`src/bdsa_consts.vh`:
```
`ifndef BDSA_CONSTS_VH
`define BDSA_CONSTS_VH

// ----------------------------------------------------------------
// Address window and timing constants.
// ----------------------------------------------------------------
`define BDSA_ADDR_W        23
`define BDSA_REG_BASE      23'h7fff00
`define BDSA_REG_LAST      23'h7fff0b
`define BDSA_TABLE_LAST    23'h7fffff
`define BDSA_SEC_BASE      23'h7fffc0
`define BDSA_RELEASE_NS    300
`define BDSA_CLK_NS        100
`define BDSA_RELEASE_CYC   ((`BDSA_RELEASE_NS + `BDSA_CLK_NS - 1) / `BDSA_CLK_NS)

// ----------------------------------------------------------------
// Breakpoint kinds.
// ----------------------------------------------------------------
`define BDSA_BRK_TAG       1'h0
`define BDSA_BRK_FORCE     1'h1

`endif

```
`src/bdsa_core.v`:
```
`include "bdsa_consts.vh"

module bdsa_core #(
	parameter RELEASE_CYC = `BDSA_RELEASE_CYC
) (
	// Clock and reset.
	input  wire        sys_clk,
	input  wire        rst_n,
	// Chip mode and security.
	input  wire        specialMode,
	input  wire        securedAtReset,
	// Erase check result from secure firmware.
	input  wire        eraseCheckDone,
	input  wire        eraseCheckPass,
	// Serial interface hardware commands.
	input  wire        hwByteWriteCommand,
	input  wire [7:0]  hwWriteData,
	input  wire        hwEnterDebug,
	input  wire        unsecureRequest,
	input  wire        fwCommandReq,
	// Processor activation sources.
	input  wire        enterDebugInstruction,
	input  wire        extTag,
	input  wire        breakpointHit,
	input  wire        breakpointKind,
	input  wire        instrDone,
	input  wire        debugExit,
	// Address decode.
	input  wire [22:0] addr,
	input  wire        addrValid,
	input  wire        fromDebug,
	// Status and control outputs.
	output reg         debug_enable_bit,
	output reg         unsecure_flag,
	output reg         debugActive,
	output reg         secureTableOn,
	output reg         cpuHold,
	output reg         enterBeforeNext,
	output wire        fwCommandAccept,
	output wire        hwCommandAccept,
	output wire        regHit,
	output wire        tableHit,
	output wire        secTableHit,
	output wire        regBlocked
);

	// ----------------------------------------------------------------
	// State encoding.
	// ----------------------------------------------------------------
	localparam S_IDLE    = 5'h01;
	localparam S_PEND    = 5'h02;
	localparam S_ACTIVE  = 5'h04;
	localparam S_RELEASE = 5'h08;
	localparam S_SECLOOP = 5'h10;

	reg  [4:0] state;
	reg  [4:0] next_state;
	reg  [7:0] relCount;
	reg        modeSync1;
	reg        modeSync;
	reg        secSync1;
	reg        secSync;
	reg  [1:0] startCount;
	wire       debugAllowed;
	wire       cpuSource;
	wire       anySource;

	// ----------------------------------------------------------------
	// Strap synchronisers.
	// ----------------------------------------------------------------
	// Mode and security straps pass two flip-flops; only the second stage is read.
	always @(posedge sys_clk) begin
		if (!rst_n) begin
			modeSync1 <= 1'h0;
			modeSync  <= 1'h0;
			secSync1  <= 1'h0;
			secSync   <= 1'h0;
		end else begin
			modeSync1 <= specialMode;
			modeSync  <= modeSync1;
			secSync1  <= securedAtReset;
			secSync   <= secSync1;
		end
	end

	// ----------------------------------------------------------------
	// Command gating.
	// ----------------------------------------------------------------
	// Secured parts allow debug only in special mode.
	assign debugAllowed = unsecure_flag | modeSync;
	assign cpuSource    = enterDebugInstruction | extTag | breakpointHit;
	assign anySource    = cpuSource | hwEnterDebug;

	// Hardware commands pass unless the part is locked out.
	assign hwCommandAccept = debugAllowed;
	// Firmware commands need active mode and an unsecured part.
	assign fwCommandAccept = fwCommandReq & debugActive & unsecure_flag
		& (state == S_ACTIVE);

	// ----------------------------------------------------------------
	// Activation sequencer.
	// ----------------------------------------------------------------
	// Next state of the activation sequencer.
	always @* begin
		next_state = state;
		case (state)
			S_IDLE: begin
				if (debug_enable_bit && debugAllowed && anySource)
					next_state = S_PEND;
				else if (!debug_enable_bit && cpuSource)
					next_state = S_RELEASE;
			end
			S_PEND: begin
				if (instrDone)
					next_state = S_ACTIVE;
			end
			S_ACTIVE: begin
				if (secureTableOn && eraseCheckDone && !eraseCheckPass)
					next_state = S_SECLOOP;
				else if (debugExit && !secureTableOn)
					next_state = S_IDLE;
			end
			S_RELEASE: begin
				if (relCount == 8'h00)
					next_state = S_IDLE;
			end
			S_SECLOOP: begin
				next_state = S_SECLOOP;
			end
			default: begin
				next_state = S_IDLE;
			end
		endcase
	end

	// Sequencer, flags and the reset entry into debug mode.
	always @(posedge sys_clk) begin
		if (!rst_n) begin
			state            <= S_IDLE;
			relCount         <= 8'h00;
			startCount       <= 2'h0;
			debug_enable_bit <= 1'h0;
			unsecure_flag    <= 1'h0;
			debugActive      <= 1'h0;
			secureTableOn    <= 1'h0;
			cpuHold          <= 1'h0;
			enterBeforeNext  <= 1'h0;
		end else begin
			state <= next_state;
			// The straps are trusted only once both synchroniser stages hold them.
			if (startCount != 2'h3)
				startCount <= startCount + 2'h1;
			// The third edge after release decides the reset entry.
			if (startCount == 2'h2) begin
				unsecure_flag <= ~secSync;
			end
			if (startCount == 2'h2 && modeSync) begin
				debug_enable_bit <= 1'h1;
				debugActive      <= 1'h1;
				secureTableOn    <= secSync;
				cpuHold          <= 1'h1;
				state            <= S_ACTIVE;
			end else begin
				// Erase check outcome while the secure table is in.
				if (secureTableOn && eraseCheckDone) begin
					debug_enable_bit <= 1'h1;
					if (eraseCheckPass) begin
						unsecure_flag <= 1'h1;
						secureTableOn <= 1'h0;
					end
				end
				// Host sets enable through a byte write to status.
				if (hwByteWriteCommand && debugAllowed && hwWriteData[7])
					debug_enable_bit <= 1'h1;
				else if (hwByteWriteCommand && debugAllowed && !secureTableOn)
					debug_enable_bit <= 1'h0;
				// Unsecure over serial only in special mode.
				if (unsecureRequest && modeSync)
					unsecure_flag <= 1'h1;
				debugActive <= (next_state == S_ACTIVE) || (next_state == S_SECLOOP);
				cpuHold     <= (next_state == S_PEND) || (next_state == S_RELEASE)
					|| (next_state == S_ACTIVE) || (next_state == S_SECLOOP);
			end
			// Breakpoint kind decides entry before or after the next instruction.
			if (state == S_IDLE && breakpointHit)
				enterBeforeNext <= (breakpointKind == `BDSA_BRK_FORCE);
			// Delay counter for refused activations.
			if (state == S_IDLE)
				relCount <= RELEASE_CYC[7:0];
			else if (state == S_RELEASE && relCount != 8'h00)
				relCount <= relCount - 8'h01;
		end
	end

	// ----------------------------------------------------------------
	// Window decode.
	// ----------------------------------------------------------------
	// Register and table window decode.
	bdsa_decode u_decode (
		.addr          (addr),
		.addrValid     (addrValid),
		.fromDebug     (fromDebug),
		.debugActive   (debugActive),
		.secureTableOn (secureTableOn),
		.regHit        (regHit),
		.tableHit      (tableHit),
		.secTableHit   (secTableHit),
		.regBlocked    (regBlocked)
	);

endmodule // bdsa_core

```
`src/bdsa_decode.v`:
```
`include "bdsa_consts.vh"

module bdsa_decode (
	// Access request.
	input  wire [22:0] addr,
	input  wire        addrValid,
	input  wire        fromDebug,
	// Mode state.
	input  wire        debugActive,
	input  wire        secureTableOn,
	// Decode results.
	output wire        regHit,
	output wire        tableHit,
	output wire        secTableHit,
	output wire        regBlocked
);

	wire inRegs;
	wire inTable;

	// Ranges of the register block and the firmware table.
	assign inRegs      = (addr >= `BDSA_REG_BASE) && (addr <= `BDSA_REG_LAST);
	assign inTable     = (addr > `BDSA_REG_LAST) && (addr <= `BDSA_TABLE_LAST);

	// Window is decoded only while debug mode is active.
	assign regHit      = addrValid & debugActive & inRegs & fromDebug;
	assign regBlocked  = addrValid & debugActive & inRegs & ~fromDebug;
	assign tableHit    = addrValid & debugActive & inTable;
	assign secTableHit = tableHit & secureTableOn & (addr >= `BDSA_SEC_BASE);

endmodule // bdsa_decode

```
`config.mk`:
```
export PLATFORM = sky130hd
export DESIGN_NAME = bdsa_core
export DESIGN_NICKNAME = d
export VERILOG_FILES = /design/src/bdsa_core.v /design/src/bdsa_decode.v
export VERILOG_INCLUDE_DIRS = /design/src /design/src/src
export SDC_FILE = /design/constraint.sdc
export NUM_CORES = 1
export LEC_CHECK = 0
export BUFFER_PORTS_ARGS = -buffer_cell sky130_fd_sc_hd__buf_4
export CAP_MARGIN = 0
export CORE_MARGIN = 10
export CORE_UTILIZATION = 30
export DETAILED_ROUTE_END_ITERATION = 8
export GPL_ROUTABILITY_DRIVEN = 0
export GPL_TIMING_DRIVEN = 0
export HOLD_SLACK_MARGIN = 0.02
export PLACE_DENSITY_LB_ADDON = 0.25
export SLEW_MARGIN = 10
export SYNTH_ARGS = -nofsm -noshare
export SYNTH_HDL_FRONTEND = slang
export SYNTH_HIERARCHICAL = 1
export SYNTH_SLANG_ARGS = --single-unit
```
`constraint.sdc`:
```
create_clock -name sys_clk -period 2.1 [get_ports sys_clk]
set_input_delay 0.105 -clock sys_clk [delete_from_list [all_inputs] [get_ports sys_clk]]
set_output_delay 0.105 -clock sys_clk [all_outputs]
set_load 0.01 [all_outputs]
```
# ---- Yosys cells after proc, flatten, opt, wreduce, memory -nomap -nowiden
# Index checks and enable logic that the tools add are counted.
dict set report op_classes {
  n_mux 24
  n_reduce_logical 31
  n_bitwise 17
  n_eq_ne 11
  order_cmp 5
  addsub 2
}
# op n
set op_table {}
lappend op_table {{greater-or-equal comparator 23 bit, second input constant} 2}
lappend op_table {{less-or-equal comparator 23 bit, second input constant} 2}
lappend op_table {{2-to-1 mux 5 bit} 6}
lappend op_table {{one-hot mux 5 bit (5 select lines)} 1}
lappend op_table {{greater-than comparator 23 bit, second input constant} 1}
lappend op_table {{logical AND 1 bit} 15}
lappend op_table {{2-to-1 mux 1 bit} 14}
lappend op_table {{AND 1 bit} 10}
lappend op_table {{== test 5 x 2 -> 1 bit, second input constant} 2}
lappend op_table {{== test 5 x 3 -> 1 bit, second input constant} 2}
lappend op_table {{== test 5 x 4 -> 1 bit, second input constant} 2}
lappend op_table {{== test 5 bit, second input constant} 2}
lappend op_table {{zero test 8 bit} 1}
lappend op_table {{nonzero test 8 bit} 1}
lappend op_table {{subtractor 8 x 1 -> 8 bit, second input constant} 1}
lappend op_table {{nonzero test 2 bit} 3}
lappend op_table {{== test 5 x 1 -> 1 bit, second input constant} 1}
lappend op_table {{logical OR 1 bit} 4}
lappend op_table {{2-to-1 mux 2 bit} 2}
lappend op_table {{bitwise OR 1 bit} 4}
lappend op_table {{nonzero test 4 bit} 1}
lappend op_table {{OR reduction 2 bit} 2}
lappend op_table {{zero test 1 bit} 3}
lappend op_table {{2-to-1 mux 3 bit} 1}
lappend op_table {{other kinds (5)} 7}
dict set report totals {
  ff_bits 25
  output_inout_bits 12
  in_bits 49
  word_cells 105
}

# ---- Depth between registers and ports, before layout
# Gate-level depths: netlist of the first run.
dict set report logic_depth {
  depth_word 11
  depth_mapped 6
  ltp_nobuf 6
}

# ---- Cells and area by module
# The synthesis of the first run kept the hierarchy.
# module n_inst area_per_inst_um2 seq_area_each_um2 cells_each
set modules_own_cells {}
lappend modules_own_cells {bdsa_core 1 1122.3 500.5 127}
lappend modules_own_cells {bdsa_decode 1 101.3 0.0 17}

# ---- Least setup slack after synthesis of the first run
# OpenSTA, ideal clock, no wires.
dict set report synth_path {
  kind {reg2reg}
  startpoint {reg relCount[4]}
  endpoint {reg relCount[1]}
  setup_slack_ns 0.064
  n_path_buf 0
  synth_period_minus_slack_ns 2.036
  t_arrival_ns 1.964
  setup_ns 0.072
  stages_incl_launch_ff 6
  path_cell_list {dfxtp_1 > or4_4 > or4b_4 > nand2_4 > mux2_2 > a21oi_1}
}
dict set report synth_via {
  elab_chain_cells 3
}
# item line
set synth_rtl {}
lappend synth_rtl {{start, declared} bdsa_core.v:58} ;# reg [7:0] relCount;
lappend synth_rtl {{start signal, assigned} bdsa_core.v:189} ;# relCount <= RELEASE_CYC[7:0];
lappend synth_rtl {{start signal, assigned} bdsa_core.v:191} ;# relCount <= relCount - 8'h01;
lappend synth_rtl {{nonzero test 8 bit} bdsa_core.v:190} ;# else if (state == S_RELEASE && relCount != 8'h00)
lappend synth_rtl {{logical AND 1 bit} bdsa_core.v:190}
lappend synth_rtl {{nonzero test 2 bit (no source line)} n/a}
# Every way passes these cells.
# A chain may end at the register's enable or synchronous reset.

# ---- Final worst setup path of the first run
dict set report layout_path {
  startpoint {reg relCount[5]}
  endpoint {reg relCount[1]}
}
# The elaborated chain is that of the path after synthesis.

==> out/summary.txt, run 1 <==
Ys async rst share - 0%
Commonest cells in the netlist - dfxtp_1 (25), nand2_1 (16), nor2_1 (15)
R2r startpoint - relCount[5]
RSZ-0062 raised after global routing - no
Hold Crit Depth - 2
Hold Crit Class - in2reg
Worst R2R Setup Slack - 0.06 ns
Initial Util - 30.81%
Sink of the worst hold path - modeSync1
Deepest clock path buffer count - 2
H-Tree Depth - 1
Reg2Reg Depth - 5
Crit. End Element - register
Clock skew - 0.003388 ns
Top cells by area, synth - dfxtp_1 (41%), nand2_1 (4.9%), nor2_1 (4.6%)
Tmin final - 2.039 ns
Clock transition at path regs - 0.09 ns
Startpoint types - register
Xor-xnor portion of the synthesized cell area - 4.294%
First-pass GRT wire length - 5.547 mm
Reg2reg end - relCount[1]
Slowest stage cell, crit path - or4b_4
NumNets Final - 257
Hold_sp - specialMode
Utilization after layout - 44.05%
CTS Hold Bufs - 0
CORE AREA - 0.003971 mm^2
Vert. Die Dim - 83.87 um
Main combinational cell family by area after synthesis - simple AND/OR/NAND/NOR gates
Max_slew headroom - 71.42%
Register area share after synthesis - 40.90%
Post-route DRC - 0
Diode count - 0
Post-Syn Nets - 197
Vias in the first global route - 1223
I/O pin count - 61
Fmax - 490.4 MHz
Max IR drop VDD - 421.6 uV
Drt total wl - 3.315 mm
CTS tree - built
Slowest stage delay, CP - 0.57 ns
Area grow syn2layout - 42.94%
Initial antenna violation count - 0
TritonRoute pass-1 iters - 4
Post-Layout Cell Count - 253
Post-Syn Area per Cell - 8.498 um^2
Std cell rows - 23
Vias post-DR - 1208
Post-synthesis mux area share - 1.738%
Pin count of the biggest net entering global routing - 15
#FFs+latches synth - 25
DP Cell Count - 245
Post-synthesis cell count - 144
Pleak - 0.7640 nW
Crit-path cells - or4_4 -> or4b_4 -> nand2_4 -> mux2_2 -> a21oi_1
Die ar. - 0.007033 mm^2
Fraction of layout cells with a size suffix above 1 - 34.98%
Cell taking the most area after synthesis - dfxtp_1
Synth Area in Adders - 4.090%
Yosys warns - 6
Compound-Gate Fraction of Synth Area - 11.55%
Avg Vias per Cell - 4.775
CTS Sinks - 25
Wire length per cell - 13.10 um
EDFF count, synth - 0
Share of the synthesized area in the top cell type - 40.90%
Die X - 83.87 um
Pins Over Slew Limit - 0
Remaining antenna violation count - 0
Synth unique cells - 42
CTS Root Cell - clkbuf_8
Simple-gate area share of the yosys netlist - 34.56%
Hold Vio Cnt, Final - 0
TNS Setup - 0 ns
Port Buffer Count - 51
Most instantiated library cell after synthesis - dfxtp_1
Dominant synthesized flop cell - dfxtp_1
Skew-Pair Late Insertion Delay - 0.27 ns
Cell area after synthesis - 0.001224 mm^2
WS Path Type - reg2reg
Status - finished, final reports clean
Crit path DAT - 2.24 ns
TritonCTS Buffers - 3
HPWL after detailed placement - 2.838 mm
Pwr/cell area - 674.1 mW/mm^2
Period Utilization, post-route - 97.10%
Final-report setup violation count - 0
Max_cap viols - 0
Worst path required time - 2.30 ns
Least-Margin Pin Slew - 0.4286 ns
Crit-path max FO - 4
1st-iter DRT viols - 29
Remaining global-route overflow - 0
GRT Overall Usage - 9.086%
==> logic make-up (layout without fill, tap and decap cells) <==
| family | after synthesis | in the layout |
|---|---|---|
| buffers and inverters | 9 | 68 |
| AOI/OAI and AO/OA | 22 | 22 |
| muxes | 2 | 2 |
| adders and majority gates | 4 | 4 |
| and+or+nand+nor | 76 | 76 |
| xor gates and xnor gates | 6 | 6 |
| DFF | 25 | 25 |
==> flip-flops by register name, indices dropped and copies added, names as in the netlist <==
name              cells
cpuHold               1
debugActive           1
debug_enable_bit      1
enterBeforeNext       1
modeSync              1
modeSync1             1
relCount              8
secSync               1
secSync1              1
secureTableOn         1
startCount            2
state                 5
unsecure_flag         1
==> worst max-delay path by stage <==
| stage | from | endpoint | slack (ns) | cells past startpoint |
|---|---|---|---|---|
| global route | relCount[5] | relCount[3] | 0.002 | 6 |
| detailed placement | relCount[4] | relCount[1] | -0.01 | 5 |
| global placement | relCount[4] | relCount[1] | 0.0001 | 5 |
| finish | relCount[5] | relCount[1] | 0.06 | 5 |
| CTS | relCount[4] | relCount[1] | 0.007 | 5 |
| floorplan | relCount[4] | relCount[1] | 0.06 | 5 |
==> worst max-delay path: cells and delay by family, from the launching register on <==
kind | cells | cell delay [ns]
AOI/OAI and AO/OA | 1 | 0.11
DFF | 1 | 0.33
and+or+nand+nor | 3 | 1.22
muxes | 1 | 0.32
==> report_power, final <==
group | internal, mW | switching [mW] | leakage, nW
Clock | 0.133 | 0.150 | 0.0255
Sequential | 0.522 | 0.0344 | 0.206
Combinational | 0.178 | 0.162 | 0.532
Total | 0.832 | 0.347 | 0.764
==> cell usage in the layout, fill, tap and decap left out, types with 3 or more instances in the layout <==
| cell type | netlist | routed |
|---|---|---|
| nor2_1 | 15 | 15 |
| a21oi_1 | 8 | 8 |
| dfxtp_2 | 0 | 3 |
| nand3_1 | 9 | 9 |
| buf_4 | 0 | 55 |
| nand2_1 | 16 | 16 |
| dfxtp_1 | 25 | 22 |
| and2_1 | 4 | 4 |
| a31oi_1 | 3 | 3 |
| nor4_1 | 6 | 6 |
| clkbuf_8 | 0 | 3 |
| nor3_1 | 4 | 4 |
| nand3b_1 | 3 | 3 |
| inv_1 | 6 | 6 |
| xor2_1 | 5 | 5 |
| ha_1 | 4 | 4 |
| o21ai_0 | 3 | 3 |
| nand4_1 | 4 | 4 |
==> timing repair <==
item | CTS | global route
pin swaps | 1 | 4
gates cloned | 0 | 0
setup endpoints to repair | 1 | 1
buffers inserted | 0 | 4
resized for setup | 0 | 3
==> final cells by class <==
cell class / count / area, um^2
clock buffers: 3 / 41.29
repair buffers: 55 / 412.9
multi-input cells: 110 / 688.2
flip-flops and latches: 25 / 504.2
plain buffers: 2 / 8.758
well taps: 50 / 62.56
clock inverters: 1 / 5.005
inverters: 7 / 26.28
fillers: 438 / 2222
==> stage by stage <==
stage,instance area [um^2],setup WS [ns],hold WS [ns],power (mW)
floorplan,1224,0.06391,0.2323,0.7630
global placement,1669,0.0001101,0.3122,0.8924
detailed placement,1669,-0.01006,0.3183,0.8967
CTS,1715,0.007113,0.03419,1.182
global route,1749,0.002241,0.04336,1.261
finish,1749,0.06082,0.03980,1.179
==> routing by layer <==
layer	vias up	GRT usage [%]	wire, um
met5	-	0	0
met4	0	1.370	12
met3	2	3.027	150
met2	24	16.31	1718
met1	542	10.25	1434
li1	640	-	-
Note: power is estimated with default switching activity, not from simulation.
==> inputs of run 2 (changes only) <==
--- a/config.mk
+++ b/config.mk
@@ -6,6 +6,7 @@
 export SDC_FILE = /design/constraint.sdc
 export NUM_CORES = 1
 export LEC_CHECK = 0
+export ABC_AREA = 1
 export BUFFER_PORTS_ARGS = -buffer_cell sky130_fd_sc_hd__buf_4
 export CAP_MARGIN = 0
 export CORE_MARGIN = 10
==> run 2 against run 1 <==
Against the previous run:
- clock power is 7.8% higher
- global-route usage up 0.40 points
- clock-buffer cell count stayed put
==> out/summary.txt, run 2 <==
Cell area after synthesis - 0.001498 mm^2
Crit-path max FO - 9
Max reg flops - 8
Deepest clock path buffer count - 2
Crit. End Element - register
Final-report setup violation count - 0
CTS Root Cell - clkbuf_8
CTS tree - built
TritonCTS Buffers - 3
Crit path DAT - 1.64 ns
Drt total wl - 3.975 mm
CTS Sinks - 25
Post-synthesis cell count - 236
Diode count - 0
Vert. Die Dim - 90.66 um
Pwr/cell area - 653.1 mW/mm^2
Initial Util - 31.29%
Port Buffer Count - 51
Fraction of layout cells with a size suffix above 1 - 25.94%
Reg with most FFs - relCount
Most common cell after layout, fill and taps aside - nand2_1
Yosys warns - 6
Postcts setup bufs - 0
Most instantiated library cell after synthesis - nand2_1
Crit-path cells - inv_1 -> ha_1 -> inv_1 -> nor2_2 -> nand2_1 -> nand2_4 -> nand2_2 -> inv_2 -> nand2_1 -> nand2_1 -> nand2_1
Std cell rows - 25
I/O pin count - 61
Hold Vio Cnt, Final - 0
Reg2Reg Depth - 11
Die ar. - 0.008218 mm^2
First-pass GRT wire length - 6.693 mm
NumNets Final - 347
#FFs+latches synth - 25
Commonest cells in the netlist - nand2_1 (70), inv_1 (40), nor2_1 (32)
Max_slew headroom - 80.04%
Post-Syn Area per Cell - 6.346 um^2
WS Path Type - reg2reg
# resized after CTS - 0
Max IR drop VDD - 324.3 uV
Remaining antenna violation count - 0
Dominant synthesized flop cell - dfxtp_1
RSZ-0062 raised after global routing - no
Crit path launch - relCount[0]
Remaining global-route overflow - 0
Top cells by area, synth - dfxtp_1 (33%), nand2_1 (18%), inv_1 (10%)
Ys async rst share - 0%
HPWL after detailed placement - 3.236 mm
Initial antenna violation count - 0
Register area share after synthesis - 33.42%
Worst path required time - 2.29 ns
TNS Setup - 0 ns
Worst R2R Setup Slack - 0.65 ns
Startpoint types - register
Post-Syn Nets - 289
Clock transition at path regs - 0.10 ns
Post-Layout Cell Count - 360
R2r startpoint - relCount[0]
Share of the synthesized area in the top cell type - 33.42%
Least-Margin Pin Slew - 0.2963 ns
CP endpoint - cpuHold
CORE AREA - 0.004786 mm^2
Clock skew - 0.01035 ns
GRT Overall Usage - 9.490%
DP Cell Count - 354
Max_cap viols - 0
Most frequent CP cell - nand2_1
Cell taking the most area after synthesis - dfxtp_1
Vias post-DR - 1523
Most frequent cells in the layout - nand2_1 (70), buf_4 (51), inv_1 (40)
H-Tree Depth - 1
Slowest stage delay, CP - 0.33 ns
Pins Over Slew Limit - 0
Largest regs - relCount (8), state (5), startCount (2)
Skew-Pair Late Insertion Delay - 0.28 ns
Post-route DRC - 0
Pleak - 1.051 nW
Period Utilization, post-route - 69.18%
Reg2reg end - cpuHold
Fmax - 688.3 MHz
Avg Vias per Cell - 4.231
Tmin final - 1.453 ns
TritonRoute pass-1 iters - 5
Area grow syn2layout - 35.84%
Wire length per cell - 11.04 um
Die X - 90.66 um
1st-iter DRT viols - 91
Utilization after layout - 42.51%
EDFF count, synth - 0
Status - finished, final reports clean
Synth unique cells - 24
Slowest stage cell, crit path - dfxtp_1
Vias in the first global route - 1444
Hold Crit Class - in2reg
Pin count of the biggest net entering global routing - 17
run 2: worst max-delay path: cells and delay by family (launching register included):
kind,cells,cell delay (ns)
buffers and inverters,3,0.22
AND/OR/NAND/NOR,7,0.65
adder cells (fa/ha/maj),1,0.16
flip-flops,1,0.33
run 2: layout make-up:
| class | count | area [um^2] |
|---|---|---|
| inverter | 45 | 168.9 |
| timing repair buffer | 53 | 402.9 |
| buffer | 1 | 11.26 |
| sequential | 25 | 500.5 |
| tap | 67 | 83.83 |
| multi-input combinational | 165 | 817.0 |
| clock buffer | 3 | 41.29 |
| clock inverter | 1 | 8.758 |
| fill | 528 | 2751 |
run 2: metal layers:
metal	vias up	routed length [um]	track usage [%]
li1	831	-	-
met1	638	2110	12.89
met2	49	1545	14.12
met3	5	277	2.826
met4	0	42	2.387
met5	-	0	0
run 2: worst min-delay path by stage:
stage / start / to / slack, ns / depth (start not counted)
detailed placement: securedAtReset / secSync1 / 0.29 / 3
CTS: breakpointKind / enterBeforeNext / 0.09 / 3
global placement: specialMode / modeSync1 / 0.29 / 3
global route: rst_n / startCount[0] / 0.1 / 3
floorplan: specialMode / modeSync1 / 0.20 / 2
finish: breakpointKind / enterBeforeNext / 0.1 / 3
run 2: stage by stage:
stage / hold WS (ns) / setup WS (ns) / instance area [um^2] / total power [mW]
finish: 0.09965 / 0.6472 / 2034 / 1.329
global route: 0.09698 / 0.5111 / 2034 / 1.437
CTS: 0.09488 / 0.6368 / 2034 / 1.348
detailed placement: 0.2898 / 0.6528 / 1964 / 1.032
global placement: 0.2872 / 0.6588 / 1964 / 1.027
floorplan: 0.2026 / 0.7979 / 1498 / 0.8783
run 2: timing repair:
action	CTS	global route
hold buffers	2	0
endpoints found under the setup margin	0	0
hold endpoints to repair	2	0
run 2: report_power, final:
part	switching, mW	total [mW]	internal [mW]
registers	0.0388	0.562	0.523
clock network	0.165	0.305	0.139
logic	0.265	0.462	0.197
run 2: kinds of logic after synthesis:
kind of cell	Yosys count	share of synthesized area (%)
buffers and inverters	46	12.03
AOI/OAI and AO/OA	24	9.692
xor gates and xnor gates	5	2.924
and+or+nand+nor	132	38.60
DFF	25	33.42
adders and majority gates	4	3.342
==> inputs of run 3 (changes only) <==
==> constraint.sdc (replaced) <==
create_clock -name sys_clk -period 1.32 [get_ports sys_clk]
set_input_delay 0.066 -clock sys_clk [delete_from_list [all_inputs] [get_ports sys_clk]]
set_output_delay 0.066 -clock sys_clk [all_outputs]
set_load 0.01 [all_outputs]
==> run 3 against run 2 <==
Against the previous run:
- clock power is 61% higher
- worst hold slack worse by 0.045 ns
- utilization is 2.5 points higher
- critical path depth is 7 lower
- sequential share of layout area is 0.89 points lower
- cell count is 2.2% higher
- sequential power is 62% higher
- first-iteration DRC count is 40% lower
- flip-flop and latch count stayed put
- via count is 4.7% higher
- combinational power is 88% higher
==> out/summary.txt, run 3 (synthesized netlist as in run 2, its figures left out) <==
Post-Layout Cell Count - 368
CORE AREA - 0.004786 mm^2
Least-Margin Pin Slew - 0.3003 ns
Worst R2R Setup Slack - 0.04 ns
Crit-path max FO - 4
Pins Over Slew Limit - 0
Vias post-DR - 1594
Initial Util - 31.29%
Avg Vias per Cell - 4.332
Reg2Reg Depth - 11
Skew-Pair Late Insertion Delay - 0.28 ns
Most common cell after layout, fill and taps aside - nand2_1
Max_cap viols - 0
Portion of total power attributed to sequential cells - 40.1%
Max reg flops - 8
Max_slew headroom - 79.77%
Hold Crit Class - in2reg
First-pass GRT wire length - 6.831 mm
Die ar. - 0.008218 mm^2
Vert. Die Dim - 90.66 um
Hold slack - 0.05467 ns
Overall power - 2.269 mW
Pwr/cell area - 1054 mW/mm^2
Crit. End Element - output port
Deepest clock path buffer count - 2
Drt total wl - 4.134 mm
Slowest stage cell, crit path - dfxtp_1
Hold Crit Depth - 3
Worst path required time - 1.25 ns
Remaining antenna violation count - 0
Crit path DAT - 1.21 ns
Utilization after layout - 44.99%
CTS Root Cell - clkbuf_8
Design area - 0.002153 mm^2
CTS Sinks - 25
Net Switching - 0.8176 mW
Port Buffer Count - 51
Remaining global-route overflow - 0
Sw Share - 36.04%
Largest regs - relCount (8), state (5), startCount (2)
DP Area - 0.001964 mm^2
Fmax - 783.6 MHz
Post-route DRC - 0
Tmin final - 1.276 ns
NumNets Final - 355
Die X - 90.66 um
Hold Vio Cnt, Final - 0
HPWL after detailed placement - 3.236 mm
TritonRoute pass-1 iters - 5
Initial antenna violation count - 0
CTS tree - built
Fraction of layout cells with a size suffix above 1 - 33.89%
Internal - 1.451 mW
Max IR drop VDD - 562.9 uV
H-Tree Depth - 1
TritonCTS Buffers - 3
Period Utilization, post-route - 96.68%
Status - finished, final reports clean
Diode count - 0
Slowest stage delay, CP - 0.36 ns
Pin count of the biggest net entering global routing - 17
Final-report setup violation count - 0
RSZ-0062 raised after global routing - yes
Startpoint types - register
Vias in the first global route - 1465
Crit-path cells - nor2_4 -> nand3_1 -> nor2_1 -> buf_4
Clock power frac - 21.6%
I/O pin count - 61
1st-iter DRT viols - 55
Combinational Power Share - 38.3%
GRT Overall Usage - 9.677%
Pleak - 1.097 nW
Area grow syn2layout - 43.78%
Clock transition at path regs - 0.10 ns
Wire length per cell - 11.23 um
Clock skew - 0.009305 ns
Most frequent cells in the layout - nand2_1 (68), buf_4 (58), inv_1 (35)
DP Cell Count - 354
Std cell rows - 25
WS Path Type - reg2out
Reg with most FFs - relCount
run 3: changes by cell type in the layout (fill, tap and decap cells not counted), sizes merged:
cell and delta:
clkinv -1, nand2 +1, inv +1, buf +7
run 3: cell type report:
type | instances | area, um^2
well taps | 67 | 83.83
plain buffers | 1 | 11.26
clock inverters | 1 | 8.758
multi-input cells | 166 | 870.8
clock buffers | 3 | 41.29
inverters | 45 | 171.4
flip-flops and latches | 25 | 510.5
fillers | 508 | 2633
repair buffers | 60 | 455.4
run 3: power groups by stage:
stage                     Combinational, mW  Sequential, mW  Clock (mW)
after floorplan                       0.488           0.910           0
after global placement                0.722           0.911           0
after detailed placement              0.729           0.913           0
after CTS                             0.761           0.898       0.509
after global routing                  0.984           0.920       0.540
final                                 0.868           0.911       0.490
run 3: metrics by stage:
| stage | worst slack [ns] | setup TNS, ns |
|---|---|---|
| finish | 0.04381 | 0 |
| global route | -0.04058 | -0.2076 |
| CTS | -0.01549 | -0.01549 |
| detailed placement | -0.1272 | -0.2532 |
| global placement | -0.1212 | -0.1852 |
| floorplan | 0.01787 | 0 |
run 3: path summary, 6_finish.rpt:
path	from	end
max	state[1]	fwCommandAccept
min	rst_n	startCount[0]
max reg2reg	relCount[0]	cpuHold
min reg2reg	modeSync1	modeSync
run 3: critical path, delay by kind of cell (launching register included):
kind          cells  cell delay, ns
flops             1            0.36
simple gates      3            0.45
buf+inv           1            0.13
run 3: timing repair:
item                       CTS  global route
pin swaps                    2             6
setup endpoints to repair   13            15
hold endpoints to repair     2             0
hold buffers                 2             0
gates cloned                 1             0
gates resized for setup      6            18
buffers inserted             0             7
run 3: routing by layer:
layer  vias to the layer above  GRT usage, %  wire [um]
met5                         -             0          0
met4                         0         2.387         42
met3                         5         2.826        291
met2                        49         14.42       1646
met1                       685         13.17       2154
li1                        855             -          -
